--- src/include/cmp_pkg.sv ---
package cmp_pkg;
   localparam int NUM_CMP = 3;
   localparam int AW = 4;
   // Register indices on the plain port
   localparam logic [3:0] OFS_CTRL1 = 4'h0;
   localparam logic [3:0] OFS_CTRL2 = 4'h1;
   localparam logic [3:0] OFS_CTRL3 = 4'h2;
   localparam logic [3:0] OFS_STAT = 4'h3;
   localparam logic [3:0] OFS_REFMODE = 4'h4;
   localparam logic [3:0] OFS_IRQ_STAT = 4'h5;
   localparam logic [3:0] OFS_IRQ_MASK = 4'h6;
   // Control register fields
   localparam int B_ENABLE = 15;
   localparam int B_PIN_OE = 14;
   localparam int B_POL = 13;
   localparam int B_EVFLAG = 9;
   localparam int B_RESULT = 8;
   localparam int B_EDGE_HI = 7;
   localparam int B_EDGE_LO = 6;
   localparam int B_REF = 4;
   localparam int B_SEL_HI = 1;
   localparam int B_SEL_LO = 0;
   localparam logic [15:0] CTRL_WMASK = 16'hE2D3;
   // Status register fields
   localparam int B_IDLE_STOP = 15;
   localparam int B_EVMIRROR = 8;
   localparam int B_RESMIRROR = 0;
   localparam logic [15:0] RESET_VAL = 16'h0000;
   // Edge select codes
   localparam logic [1:0] EDGE_NONE = 2'h0;
   localparam logic [1:0] EDGE_RISE = 2'h1;
   localparam logic [1:0] EDGE_FALL = 2'h2;
   localparam logic [1:0] EDGE_ANY = 2'h3;
   // Inverting input codes and the positive reference mode code
   localparam logic [1:0] SEL_PIN_B = 2'h0;
   localparam logic [1:0] SEL_PIN_C = 2'h1;
   localparam logic [1:0] SEL_PIN_D = 2'h2;
   localparam logic [1:0] SEL_INTREF = 2'h3;
   localparam logic [1:0] REFM_VREFP = 2'h3;
endpackage : cmp_pkg

--- src/logic/cmp_ctrl.sv ---
`timescale 1ns/1ps
//Contract
// - There are three comparators, each with its own control register, and one shared status.
// - With pin output enable set and the comparator running, the raw comparator output XOR control bit 13 drives the result pin.
// - Control bit 13 inverts the reported result when set.
// - Edge select 11 any change, 10 falling, 01 rising, 00 no event.
// - After edge select leaves 00, the first event fires on any change, later ones per select.
// - Inverting select 00 pin B, 01 pin C, 10 pin D, 11 internal reference.
// - Status bit 15 set halts all comparators in Idle; clear keeps them running.
// - Status bits 10..8 mirror the event flags of comparators 3..1.
// - Status bits 2..0 mirror the polarity-adjusted results of comparators 3..1.
// - Internal reference with reference mode 11 routes the positive reference pin.
module cmp_ctrl
   import cmp_pkg::*;
(
   input wire logic mclk_in,
   input wire logic srst_in,
   input wire logic [AW-1:0] addr_in,
   input wire logic [15:0] wdata_in,
   input wire logic wr_in,
   input wire logic rd_in,
   output logic [15:0] rdata_out,
   input wire logic idle_in,
   input wire logic [2:0] raw_cmp_in,
   output logic [2:0] cmp_on_out,
   output logic [2:0] result_pin_out,
   output logic [2:0] result_pin_oe_n_out,
   output logic [5:0] inv_sel_out,
   output logic [2:0] ref_pos_sel_out,
   output logic [2:0] trigger_out,
   output logic irq_out
);
   logic [15:0] ctrl_q [NUM_CMP];
   logic idle_stop_q;
   logic [1:0] refm_q;
   logic [2:0] sync_w;
   logic [2:0] res_q;
   logic [2:0] res_prev_q;
   logic [2:0] armed_first_q;
   logic [2:0] evflag_q;
   logic [2:0] ev_d;
   logic [2:0] irq_stat_q;
   logic [2:0] irq_mask_q;
   logic [2:0] running;
   logic [2:0] wr_ctrl;

   function automatic logic [15:0] ctrl_view(input logic [15:0] c, input logic f,
                                             input logic r);
      logic [15:0] v;
      v = c & CTRL_WMASK;
      v[B_EVFLAG] = f;
      v[B_RESULT] = r;
      return v;
   endfunction : ctrl_view

   for (genvar i = 0; i < NUM_CMP; i++)
   begin : g_sync
      cmp_sync u_sync (
         .mclk_in(mclk_in),
         .srst_in(srst_in),
         .async_in(raw_cmp_in[i]),
         .sync_out(sync_w[i])
      );
   end

   always_comb
   begin
      for (int i = 0; i < NUM_CMP; i++)
      begin
         running[i] = ctrl_q[i][B_ENABLE] && !(idle_stop_q && idle_in);
         wr_ctrl[i] = wr_in && (addr_in == OFS_CTRL1 + 4'(i));
      end
   end

   always_ff @(posedge mclk_in)
   begin
      if (srst_in)
      begin
         for (int i = 0; i < NUM_CMP; i++)
            ctrl_q[i] <= RESET_VAL;
      end
      else
      begin
         for (int i = 0; i < NUM_CMP; i++)
            if (wr_ctrl[i])
               ctrl_q[i] <= wdata_in & CTRL_WMASK;
      end
   end

   always_ff @(posedge mclk_in)
   begin
      if (srst_in)
      begin
         idle_stop_q <= 1'b0;
         refm_q <= 2'h0;
         irq_mask_q <= 3'h0;
      end
      else if (wr_in)
      begin
         if (addr_in == OFS_STAT)
            idle_stop_q <= wdata_in[B_IDLE_STOP];
         if (addr_in == OFS_REFMODE)
            refm_q <= wdata_in[1:0];
         if (addr_in == OFS_IRQ_MASK)
            irq_mask_q <= wdata_in[2:0];
      end
   end

   // Result tracking; a halted comparator holds its last result
   always_ff @(posedge mclk_in)
   begin
      if (srst_in)
      begin
         res_q <= 3'h0;
         res_prev_q <= 3'h0;
      end
      else
      begin
         for (int i = 0; i < NUM_CMP; i++)
         begin
            if (running[i])
               res_q[i] <= sync_w[i] ^ ctrl_q[i][B_POL];
            res_prev_q[i] <= res_q[i];
         end
      end
   end

   // edge decode, first event on any change
   always_comb
   begin
      logic rise;
      logic fall;
      rise = 1'b0;
      fall = 1'b0;
      for (int i = 0; i < NUM_CMP; i++)
      begin
         rise = res_q[i] && !res_prev_q[i];
         fall = !res_q[i] && res_prev_q[i];
         case (ctrl_q[i][B_EDGE_HI:B_EDGE_LO])
            EDGE_NONE: ev_d[i] = 1'b0;
            EDGE_RISE: ev_d[i] = rise || (armed_first_q[i] && fall);
            EDGE_FALL: ev_d[i] = fall || (armed_first_q[i] && rise);
            EDGE_ANY: ev_d[i] = rise || fall;
            default: ev_d[i] = 1'b0;
         endcase
         ev_d[i] = ev_d[i] && running[i] && !evflag_q[i];
      end
   end

   always_ff @(posedge mclk_in)
   begin
      if (srst_in)
         armed_first_q <= 3'h0;
      else
         for (int i = 0; i < NUM_CMP; i++)
            if (wr_ctrl[i] && ctrl_q[i][B_EDGE_HI:B_EDGE_LO] == EDGE_NONE
                && wdata_in[B_EDGE_HI:B_EDGE_LO] != EDGE_NONE)
               armed_first_q[i] <= 1'b1;
            else if (ev_d[i])
               armed_first_q[i] <= 1'b0;
   end

   // event flag; set wins over software clear
   always_ff @(posedge mclk_in)
   begin
      if (srst_in)
         evflag_q <= 3'h0;
      else
         for (int i = 0; i < NUM_CMP; i++)
            if (ev_d[i])
               evflag_q[i] <= 1'b1;
            else if (wr_ctrl[i] && !wdata_in[B_EVFLAG])
               evflag_q[i] <= 1'b0;
   end

   // Interrupt status, write one to clear, set wins
   always_ff @(posedge mclk_in)
   begin
      if (srst_in)
         irq_stat_q <= 3'h0;
      else if (wr_in && addr_in == OFS_IRQ_STAT)
         irq_stat_q <= (irq_stat_q & ~wdata_in[2:0]) | ev_d;
      else
         irq_stat_q <= irq_stat_q | ev_d;
   end

   always_ff @(posedge mclk_in)
   begin
      if (srst_in)
      begin
         irq_out <= 1'b0;
         trigger_out <= 3'h0;
         cmp_on_out <= 3'h0;
         result_pin_out <= 3'h0;
         result_pin_oe_n_out <= 3'h7;
         inv_sel_out <= 6'h00;
         ref_pos_sel_out <= 3'h0;
      end
      else
      begin
         irq_out <= |(irq_stat_q & irq_mask_q);
         trigger_out <= ev_d;
         for (int i = 0; i < NUM_CMP; i++)
         begin
            cmp_on_out[i] <= running[i];
            // pin drive; registered unsynchronised raw output XOR the polarity bit
            result_pin_out[i] <= raw_cmp_in[i] ^ ctrl_q[i][B_POL];
            result_pin_oe_n_out[i] <= !(ctrl_q[i][B_PIN_OE] && running[i]);
            inv_sel_out[2*i +: 2] <= ctrl_q[i][B_SEL_HI:B_SEL_LO];
            ref_pos_sel_out[i] <= ctrl_q[i][B_SEL_HI:B_SEL_LO] == SEL_INTREF
                                  && refm_q == REFM_VREFP;
         end
      end
   end

   // Read data one cycle after the strobe; unmapped reads zero
   always_ff @(posedge mclk_in)
   begin
      if (srst_in)
         rdata_out <= 16'h0000;
      else if (rd_in)
         case (addr_in)
            OFS_CTRL1: rdata_out <= ctrl_view(ctrl_q[0], evflag_q[0], res_q[0]);
            OFS_CTRL2: rdata_out <= ctrl_view(ctrl_q[1], evflag_q[1], res_q[1]);
            OFS_CTRL3: rdata_out <= ctrl_view(ctrl_q[2], evflag_q[2], res_q[2]);
            OFS_STAT: rdata_out <= {idle_stop_q, 4'h0, evflag_q, 5'h00, res_q};
            OFS_REFMODE: rdata_out <= {14'h0000, refm_q};
            OFS_IRQ_STAT: rdata_out <= {13'h0000, irq_stat_q};
            OFS_IRQ_MASK: rdata_out <= {13'h0000, irq_mask_q};
            default: rdata_out <= 16'h0000;
         endcase
      else
         rdata_out <= 16'h0000;
   end

   evflag_hold_a: assert property (@(posedge mclk_in) disable iff (srst_in)
      evflag_q[0] && !wr_ctrl[0] |=> evflag_q[0]) else $error("flag dropped");
   trig_block_a: assert property (@(posedge mclk_in) disable iff (srst_in)
      evflag_q[1] && $past(evflag_q[1]) |-> !trigger_out[1])
      else $error("trigger while flagged");
   // flag and trigger follow an event
   flag_set_a: assert property (@(posedge mclk_in) disable iff (srst_in)
      ev_d[0] |=> evflag_q[0] && trigger_out[0]) else $error("flag not set");
   edge_none_a: assert property (@(posedge mclk_in) disable iff (srst_in)
      ctrl_q[0][B_EDGE_HI:B_EDGE_LO] == EDGE_NONE |=> !trigger_out[0])
      else $error("event with none");
   // rising select ignores fall once armed off
   edge_rise_a: assert property (@(posedge mclk_in) disable iff (srst_in)
      ctrl_q[2][B_EDGE_HI:B_EDGE_LO] == EDGE_RISE && !armed_first_q[2] && ev_d[2] |-> res_q[2])
      else $error("wrong edge");
   // first event after arming takes any change
   first_any_a: assert property (@(posedge mclk_in) disable iff (srst_in)
      ctrl_q[0][B_EDGE_HI:B_EDGE_LO] == EDGE_FALL && armed_first_q[0] && running[0]
      && !evflag_q[0] && res_q[0] && !res_prev_q[0] |=> trigger_out[0])
      else $error("first event lost");
   ev_mirror_a: assert property (@(posedge mclk_in) disable iff (srst_in)
      rd_in && addr_in == OFS_STAT |=> rdata_out[B_EVMIRROR +: 3] == $past(evflag_q)
      && rdata_out[B_RESMIRROR +: 3] == $past(res_q)) else $error("status mirror wrong");
   idle_halt_a: assert property (@(posedge mclk_in) disable iff (srst_in)
      idle_stop_q && idle_in |=> !cmp_on_out[0] && !cmp_on_out[1]) else $error("ran in idle");
   disable_hold_a: assert property (@(posedge mclk_in) disable iff (srst_in)
      !running[1] |=> res_q[1] == $past(res_q[1])) else $error("result moved");
   pin_oe_a: assert property (@(posedge mclk_in) disable iff (srst_in)
      !ctrl_q[2][B_PIN_OE] |=> result_pin_oe_n_out[2]) else $error("pin driven");
   pol_map_a: assert property (@(posedge mclk_in) disable iff (srst_in)
      running[0] && $stable(ctrl_q[0])
      |=> res_q[0] == ($past(sync_w[0]) ^ $past(ctrl_q[0][B_POL]))) else $error("polarity wrong");
   inv_route_a: assert property (@(posedge mclk_in) disable iff (srst_in)
      ctrl_q[2][B_SEL_HI:B_SEL_LO] == SEL_PIN_D |=> inv_sel_out[5:4] == SEL_PIN_D)
      else $error("inverting route wrong");
   ref_route_a: assert property (@(posedge mclk_in) disable iff (srst_in)
      ctrl_q[1][B_SEL_HI:B_SEL_LO] == SEL_INTREF && refm_q == REFM_VREFP
      |=> ref_pos_sel_out[1]) else $error("reference pin not routed");
   // Interrupt level follows masked status both ways
   irq_lvl_a: assert property (@(posedge mclk_in) disable iff (srst_in)
      |(irq_stat_q & irq_mask_q) |=> irq_out) else $error("irq missing");
   irq_low_a: assert property (@(posedge mclk_in) disable iff (srst_in)
      !(|(irq_stat_q & irq_mask_q)) |=> !irq_out) else $error("irq stuck");

   ev_cover_c: cover property (@(posedge mclk_in) ev_d[0]);
   clr_cover_c: cover property (@(posedge mclk_in) evflag_q[1] ##1 !evflag_q[1]);
   idle_cover_c: cover property (@(posedge mclk_in) idle_stop_q && idle_in);
   first_cover_c: cover property (@(posedge mclk_in) armed_first_q[0] && ev_d[0]);
   irq_cover_c: cover property (@(posedge mclk_in) irq_out);
endmodule : cmp_ctrl

--- src/logic/cmp_sync.sv ---
`timescale 1ns/1ps
// Two-stage synchroniser for one comparator result
module cmp_sync
   import cmp_pkg::*;
(
   input wire logic mclk_in,
   input wire logic srst_in,
   input wire logic async_in,
   output logic sync_out
);
   logic meta_q;
   always_ff @(posedge mclk_in)
   begin
      if (srst_in)
      begin
         meta_q <= 1'b0;
         sync_out <= 1'b0;
      end
      else
      begin
         meta_q <= async_in;
         sync_out <= meta_q;
      end
   end
endmodule : cmp_sync

--- config.mk ---
export PLATFORM = sky130hd
export DESIGN_NAME = cmp_ctrl
export DESIGN_NICKNAME = d
export VERILOG_FILES = /design/src/include/cmp_pkg.sv /design/src/logic/cmp_ctrl.sv /design/src/logic/cmp_sync.sv
export SDC_FILE = /design/constraint.sdc
export NUM_CORES = 1
export LEC_CHECK = 0
export BUFFER_PORTS_ARGS = -buffer_cell sky130_fd_sc_hd__buf_2
export CORE_MARGIN = 5
export CORE_UTILIZATION = 54
export DETAILED_ROUTE_END_ITERATION = 7
export HOLD_SLACK_MARGIN = 0.02
export MAX_ROUTING_LAYER = met4
export PLACE_DENSITY = 0.85
export REMOVE_ABC_BUFFERS = 1
export SYNTH_ARGS = -nofsm -noshare
export SYNTH_HDL_FRONTEND = slang
export SYNTH_SLANG_ARGS = --single-unit
--- constraint.sdc ---
create_clock -name mclk_in -period 2.3 [get_ports mclk_in]
set_input_delay 0.23 -clock mclk_in [delete_from_list [all_inputs] [get_ports mclk_in]]
set_output_delay 0.23 -clock mclk_in [all_outputs]
set_load 0.005 [all_outputs]
Word-level counts from Yosys, hierarchy flattened
Memories as Yosys holds them, arrays and structs flattened.
Index checks and enable logic that the tools add are counted.

storage, ports and cells
  flip-flop bits (word level) = 65
  memory bits (writable) = 27
  input port bits = 28
  word-level logic and storage cells = 174
  memories = 1

cells by class
  equal/unequal tests = 19
  mux-type cells = 31
  bitwise logic cells = 15
  reduce and logical (&&, ||, !) cells = 80

memories
  memory  words  bits a word  rd ports  clocked after memory_dff  write ports  line            RTL
  ctrl_q  3      9            3         0                         3            cmp_ctrl.sv:33  logic [15:0] ctrl_q [NUM_CMP];

operator list
  kind                count
  $pmux 16 s7         1
  $logic_and 1x1->1   41
  $mux 9              3
  $mux 1              23
  $eq 2x2->1 const B  10
  $logic_not 1->1     14
  $reduce_bool 2->1   7
  $eq 4x3->1 const B  3
  $pmux 1 s4          3
  $logic_or 1x1->1    9
  $eq 4x2->1 const B  2
  $and 3x3->3         2
  $eq 2x1->1 const B  3
  $logic_not 2->1     3
  $or 3x3->3          2
  $reduce_and 2->1    3
  $xor 1x1->1         6
  $eq 4x1->1 const B  1
  $logic_not 4->1     1
  $mux 3              1
  $not 3->3           1
  $or 1x1->1          3
  $reduce_or 3->1     1
  $reduce_or 2->1     1
  $not 1->1           1

Logic depth before layout (Yosys ltp)
Gate-level depths: netlist of run 1.

  depth in word-level cells = 9
  gate-level depth with buffers = 6

Hierarchy
Synthesis of run 1 repeated with hierarchy kept, for this count alone.

second synthesis, totals
  cells, all modules = 298
  area total of the unflattened synthesis = 3403.3 um^2

by module, submodules not included
  module    times used  cells an instance  area each (um^2)  sequential area each (um^2)
  cmp_ctrl  1           286                3245.6            1821.7
  cmp_sync  3           4                  52.6              40.0

Worst setup path after synthesis of run 1
No wires, ideal clock.

  kind = input to register
  from = input addr_in[2]
  to = memory ctrl_q[0][10] (netlist name) (enable)
  setup time = 0.384 ns
  data arrival time = 1.307 ns
  data required time = 1.916 ns
  slack = 0.609 ns
  stages on the path = 4
  buffers on the path = 1
  cells stage by stage = buf_4 -> nor2_1 -> nand2_1 -> o21ai_0

RTL lines
  element      line            RTL
  from (decl)  cmp_ctrl.sv:18  input wire logic [AW-1:0] addr_in,
  to (decl)    cmp_ctrl.sv:33

Final worst setup path of run 1
  from = register idle_stop_q
  to = register armed_first_q[2]

on the way
  word-level cells in the longest chain between the ends = 6

RTL lines
  element                             line             RTL
  from (decl)                         cmp_ctrl.sv:34   logic idle_stop_q;
  from (signal assigned)              cmp_ctrl.sv:101  idle_stop_q <= wdata_in[B_IDLE_STOP];
  $logic_and 1x1->1                   cmp_ctrl.sv:70   running[i] = ctrl_q[i][B_ENABLE] && !(idle_stop_q && idle_in);
  $logic_not 1->1                     cmp_ctrl.sv:70
  $logic_and 1x1->1                   cmp_ctrl.sv:70
  $logic_and 1x1->1 (2 in series)     cmp_ctrl.sv:146  ev_d[i] = ev_d[i] && running[i] && !evflag_q[i];
  $reduce_bool 2->1 (no source line)  n/a
  to (signal assigned)                cmp_ctrl.sv:153  armed_first_q <= 3'h0;
  to (signal, indexed assignment)     cmp_ctrl.sv:158  armed_first_q[i] <= 1'b1;
  to (signal, indexed assignment)     cmp_ctrl.sv:160  armed_first_q[i] <= 1'b0;
  to (decl)                           cmp_ctrl.sv:39   logic [2:0] armed_first_q;

No other way between the ends.
A chain may end at the register's enable or synchronous reset.

==> impl_metrics.yaml, run 1 <==
layout:
  finalNonFillerCells: 431
  largest_reg_flops: 24
  reg_top3: "ctrl_q: 24 flops, rdata_out: 12 flops, inv_sel_out: 6 flops"
  top_register: "ctrl_q"
  area_growth_pct: 15.34
  diodes: 0
  drive_gt1_frac: 0.2444
  final_nets: 380
worst_setup_path:
  cp_common_cell: "nand2_1"
  reg2reg_setup_slack_ns: 0.83
  cp-start-kind: "flop"
  required_ns: 2.54
  path_cells: "nand2_1 -> nand2_1 -> a2111o_1 -> a32o_1"
  worstRegToRegCells: 4
  cp_max_fo: 6
  worst_path_max_delay_cell: "a2111o_1"
  r2r_end: "armed_first_q[2]"
  crit_type: "flop to flop"
  arrival_ns: 1.71
  crit_path_end_kind: "flop"
  cp_slowest_stage_delay_ns: 0.42
  r2r_start: "idle_stop_q"
placement:
  pre_cts_slack_ns: 0.5635
  dp.cells: 416
  dpl.hpwl_um: 4934
  gp_congestion: 0.9134
  portBuffers: 55
synthesis:
  avgSynthCellArea_um2: 11.06
  synth_cell_types: 44
  synth_most_common_cell: "dfxtp_1"
  yosys.area.top_type_share: 0.3780
  ys_warn_count: 0
  synth_edf_count: 24
  synth_flop_cell: "dfxtp_1"
  synth_common_cells: "dfxtp_1 (61), nor2_1 (29), a21oi_1 (25)"
  async_reset_ff_frac: 0
  synth_area_leader_cell: "dfxtp_1"
  ys_ff_latch: 85
  yosysSeqAreaShare: 0.6011
  synthCells: 292
  synth_area_um2: 3231
  synthTopCellsByArea: "dfxtp_1 (38%), edfxtp_1 (22%), a21oi_1 (3.9%)"
drt:
  drt.antenna.violating_nets: 0
  drt_iter0_markers: 255
  num_vias: 2355
  drc: 0
  drt-total-wl_um: 6884
  firstDrtPassIters: 5
  post_drt_via_cell_ratio: 5.464
  wl_per_cell_um: 15.97
power_and_ir_drop:
  p_sw_mw: 0.6786
  pwr-share-comb: 0.081
  power.density_nw_per_um2: 751.1
  vdd_drop_max_mv: 0.3851
  power_frac_seq: 0.589
  switching_share: 0.2425
  clockPowerShare: 0.330
  internal-power_mw: 2.120
  leakagePower_nw: 1.526
clocking:
  cts-root-buf: "clkbuf_8"
  cts_resized: 0
  cts_tree: "done"
  cts_buffer_depth: 2
  post-cts-setup-buffer-count: 0
  htree_num_levels: 3
  cts_inserted_buffers: 9
  cts_sinks: 85
  ctsHoldBuffers: 0
  clk_latency_ns: 0.35
  clkTransAtPathRegs_ns: 0.08
floorplan:
  die_w_um: 87.35
  rows: 28
  initial_core_util: 0.5489
  die_area_um2: 7629
  core_area_um2: 5886
  die_h_um: 87.35
  io-pin-count: 66
timing:
  final.setup_skew_ns: 0.009435
  report.final.slew_viol_count: 0
  rsz0062_at_grt: "false"
  fmax_ghz: 0.6785
  setup_tns_ns: 0
  finalHoldViolations: 0
  finalSetupViolations: 0
  min_period_ns: 1.474
  min_period_over_period: 0.6408
  worst_slack_ns: 0.8262
global_routing:
  grt_pass1_wl_um: 10890
  grt_pass1_vias: 2285
  antenna_found_initial: 0
  overflow: 0
  grt_start_max_net_pins: 31
  grt_use_total: 0.1937
hold_path:
  hold_end: "g_sync[1].u_sync.meta_q"
  hp-class: "input port to flop"
  worstHoldStart: "raw_cmp_in[1]"
  hold_depth: 2
job:
  drv_cap: 0
outcome:
  status: "complete, no violations"
## power by group through the flow
| stage | clock [mW] | combinational [mW] | sequential (mW) |
|---|---|---|---|
| final | 0.925 | 0.225 | 1.65 |
| after CTS | 0.944 | 0.224 | 1.65 |
| after global placement | 0 | 0.217 | 1.68 |
| after floorplan | 0 | 0.114 | 1.67 |
| after detailed placement | 0 | 0.223 | 1.68 |
| after global routing | 1.01 | 0.246 | 1.66 |
## layout make-up
class	instances	area [um^2]
Sequential cell	85	1942
Timing Repair Buffer	62	327.8
Clock buffer	10	137.6
Tap cell	75	93.84
Multi-Input combinational cell	190	1174
Inverter	4	15.01
Fill cell	473	2160
Clock inverter	5	36.28
## how the worst max path moves through the flow
| stage | startpoint | to | cells past startpoint |
|---|---|---|---|
| global route | idle_stop_q | armed_first_q[2] | 4 |
| CTS | idle_stop_q | armed_first_q[2] | 4 |
| detailed placement | addr_in[1] | ctrl_q[0][4] | 4 |
| finish | idle_stop_q | armed_first_q[2] | 4 |
| global placement | addr_in[1] | ctrl_q[0][6] | 4 |
| floorplan | addr_in[3] | ctrl_q[0][10] | 3 |
## layer usage
metal | part of all wire | vias to the layer above | global-route usage | wire, um
met4 | 0.023 | 0 | 0.1088 | 155
met1 | 0.39 | 1092 | 0.2330 | 2714
li1 | - | 1128 | - | -
met3 | 0.086 | 16 | 0.03311 | 589
met2 | 0.50 | 119 | 0.3068 | 3425
met5 | 0 | - | - | 0
## metrics by stage
step	hold slack, ns	power (mW)	util	instance area [um^2]
after floorplan	0.2967	1.786	-	3131
after global routing	0.1162	2.917	0.6331	3726
after CTS	0.09918	2.815	0.6331	3726
final	0.1104	2.799	0.6331	3726
after global placement	0.4201	1.895	0.6035	3552
after detailed placement	0.4244	1.905	0.6035	3552
## kinds of logic after synthesis
group                  Yosys count  synth area share
AND/OR/NAND/NOR                118            0.1898
multiplexers                    14           0.05267
XOR/XNOR                         6           0.01627
other                            1          0.001161
flip-flops                      85            0.6011
AO/OA/AOI/OAI                   48           0.09992
buffers and inverters           20           0.03911
## layout by cell type (no fill, tap or decap), drive strengths merged, types with 2 or more instances in the layout
cell,Yosys,routed
mux2i,11,11
conb,1,4
a32o,3,3
and2,12,12
nor2b,15,15
and3,8,8
a22oi,2,2
nor2,29,29
dfxtp,61,61
nand3,10,10
nand3b,3,3
buf,12,62
clkbuf,4,10
clkinvlp,0,3
nand2,23,23
edfxtp,24,24
o211ai,3,3
a2111o,3,3
mux4,2,2
o21ai,4,4
xor2,3,3
a21oi,25,25
xnor2,3,3
nand2b,10,10
inv,4,5
nor3,3,3
## critical path, delay by kind of cell, from the launching register on
family	cells	cell delay, ns
AOI/OAI and AO/OA	2	0.71
DFF	1	0.34
and+or+nand+nor	2	0.32
No activity file was read; power rests on OpenSTA's default activity.
==> run 2: changes to the inputs <==
--- a/config.mk
+++ b/config.mk
@@ -7,11 +7,11 @@
 export LEC_CHECK = 0
 export BUFFER_PORTS_ARGS = -buffer_cell sky130_fd_sc_hd__buf_2
 export CORE_MARGIN = 5
-export CORE_UTILIZATION = 54
+export CORE_UTILIZATION = 49
 export DETAILED_ROUTE_END_ITERATION = 7
 export HOLD_SLACK_MARGIN = 0.02
 export MAX_ROUTING_LAYER = met4
-export PLACE_DENSITY = 0.85
+export PLACE_DENSITY = 0.81
 export REMOVE_ABC_BUFFERS = 1
 export SYNTH_ARGS = -nofsm -noshare
 export SYNTH_HDL_FRONTEND = slang
==> constraint.sdc (replaced) <==
create_clock -name mclk_in -period 1.3 [get_ports mclk_in]
set_input_delay 0.13 -clock mclk_in [delete_from_list [all_inputs] [get_ports mclk_in]]
set_output_delay 0.13 -clock mclk_in [all_outputs]
set_load 0.005 [all_outputs]
==> run 2 against run 1 <==
  * Worst setup slack lost 0.82 ns
  * Largest power group unchanged
  * Die area grew 9.0%
  * Wire length grew 13%
  * Non-clock buffer count grew 36
==> impl_metrics.yaml, run 2 (same netlist as run 1, synthesis figures left out) <==
outcome:
  status: "complete, no violations"
clocking:
  clkTransAtPathRegs_ns: 0.08
  cts_tree: "done"
  cts_inserted_buffers: 9
  cts-root-buf: "clkbuf_8"
  cts_sinks: 85
  cts_buffer_depth: 2
  clk_latency_ns: 0.35
  htree_num_levels: 3
worst_setup_path:
  worstRegToRegCells: 4
  required_ns: 1.55
  worst_path_max_delay_cell: "edfxtp_1"
  crit_path_end_kind: "flop"
  arrival_ns: 1.54
  cp-start-kind: "flop"
  cp_max_fo: 2
  crit_type: "flop to flop"
  cp_slowest_stage_delay_ns: 0.42
  path_cells: "mux2_4 -> a221oi_2 -> a21oi_1 -> o21ba_2"
global_routing:
  grt_use_total: 0.1933
  grt_pass1_vias: 2472
  overflow: 0
  antenna_found_initial: 0
  grt_start_max_net_pins: 16
  grt_pass1_wl_um: 12110
job:
  drv_cap: 0
power_and_ir_drop:
  vdd_drop_max_mv: 0.6554
  fin_total_pwr_mw: 5.231
  leakagePower_nw: 1.732
  power.density_nw_per_um2: 1279
layout:
  fin_area_um2: 4089
  reg_top3: "ctrl_q: 24 flops, rdata_out: 12 flops, inv_sel_out: 6 flops"
  mostFrequentLayoutCell: "dfxtp_1"
  drive_gt1_frac: 0.3410
  largest_reg_flops: 24
  n_fill_cell: 500
  mostFrequentLayoutCells: "dfxtp_1 (56), buf_2 (55), buf_4 (36)"
  final_nets: 416
  area_growth_pct: 26.57
  diodes: 0
  top_register: "ctrl_q"
placement:
  gp_congestion: 0.9011
  portBuffers: 55
  dpl.hpwl_um: 5579
  placed_cell_area_um2: 3797
  pre_cts_slack_ns: -0.05156
hold_path:
  hp-class: "input port to flop"
  hold_depth: 3
drt:
  wl_per_cell_um: 16.50
  post_drt_via_cell_ratio: 5.309
  drt.antenna.violating_nets: 0
  firstDrtPassIters: 4
  num_vias: 2495
  drt-total-wl_um: 7754
  drt_iter0_markers: 209
  drc: 0
timing:
  rsz0062_at_grt: "true"
  finalHoldViolations: 0
  hold_slack_ns: 0.04178
  min_period_over_period: 0.9954
  worst_slack_ns: 0.005964
  min_period_ns: 1.294
  fmax_ghz: 0.7728
  final.setup_skew_ns: 0.01271
  finalSetupViolations: 0
  report.final.slew_viol_count: 0
floorplan:
  core_area_um2: 6386
  io-pin-count: 66
  rows: 29
  die_w_um: 91.20
  die_h_um: 91.20
  die_area_um2: 8317
  initial_core_util: 0.5059
[run 2: area by class of cell]
type | instances | area [um^2] | share of cell area
flip-flops and latches | 85 | 1956 | 0.4783
multi-input cells | 190 | 1194 | 0.2919
repair buffers | 98 | 638.1 | 0.1561
clock buffers | 10 | 127.6 | 0.03121
well taps | 77 | 96.34 | 0.02356
clock inverters | 6 | 62.56 | 0.01530
inverters | 4 | 15.01 | 0.003672
[run 2: per-stage QoR]
step / TNS, ns / util / instances
floorplan: -2.353 / - / 279
global placement: -0.5005 / 0.5946 / 447
detailed placement: -1.421 / 0.5946 / 447
CTS: 0 / 0.6297 / 466
global route: -0.1004 / 0.6403 / 470
finish: 0 / 0.6403 / 470
[run 2: what timing repair did]
action	CTS	global route
pin swaps	0	6
endpoints found under the hold margin	5	0
setup endpoints to repair	3	13
setup buffers	0	4
hold buffers	3	0
gates cloned	0	0
gates resized for setup	2	17
[run 2: worst max-delay path, delay by kind of cell (launching register included)]
family,cells,cell delay [ns]
AOI/OAI and AO/OA,3,0.49
DFF,1,0.42
muxes,1,0.29
[run 2: per-layer routing]
layer  track usage  wire, um
met1        0.2313      3163
met2        0.3113      3883
met3       0.03802       526
met4       0.09535       181
met5             -         0
[run 2: path summary, 6_finish.rpt]
check                startpoint  slack (ns)                     end
hold / removal      wdata_in[2]        0.04           irq_mask_q[2]
setup reg to reg  ctrl_q[0][10]       0.006            rdata_out[1]
hold reg to reg   ctrl_q[0][25]        0.45  result_pin_oe_n_out[2]
setup / recovery  ctrl_q[0][10]       0.006            rdata_out[1]
[run 2: power by group]
part | switching (mW) | total, mW | internal, mW
Clock | 0.919 | 1.81 | 0.889
Sequential | 0.0812 | 2.92 | 2.84
Combinational | 0.252 | 0.505 | 0.253
Total | 1.25 | 5.23 | 3.98
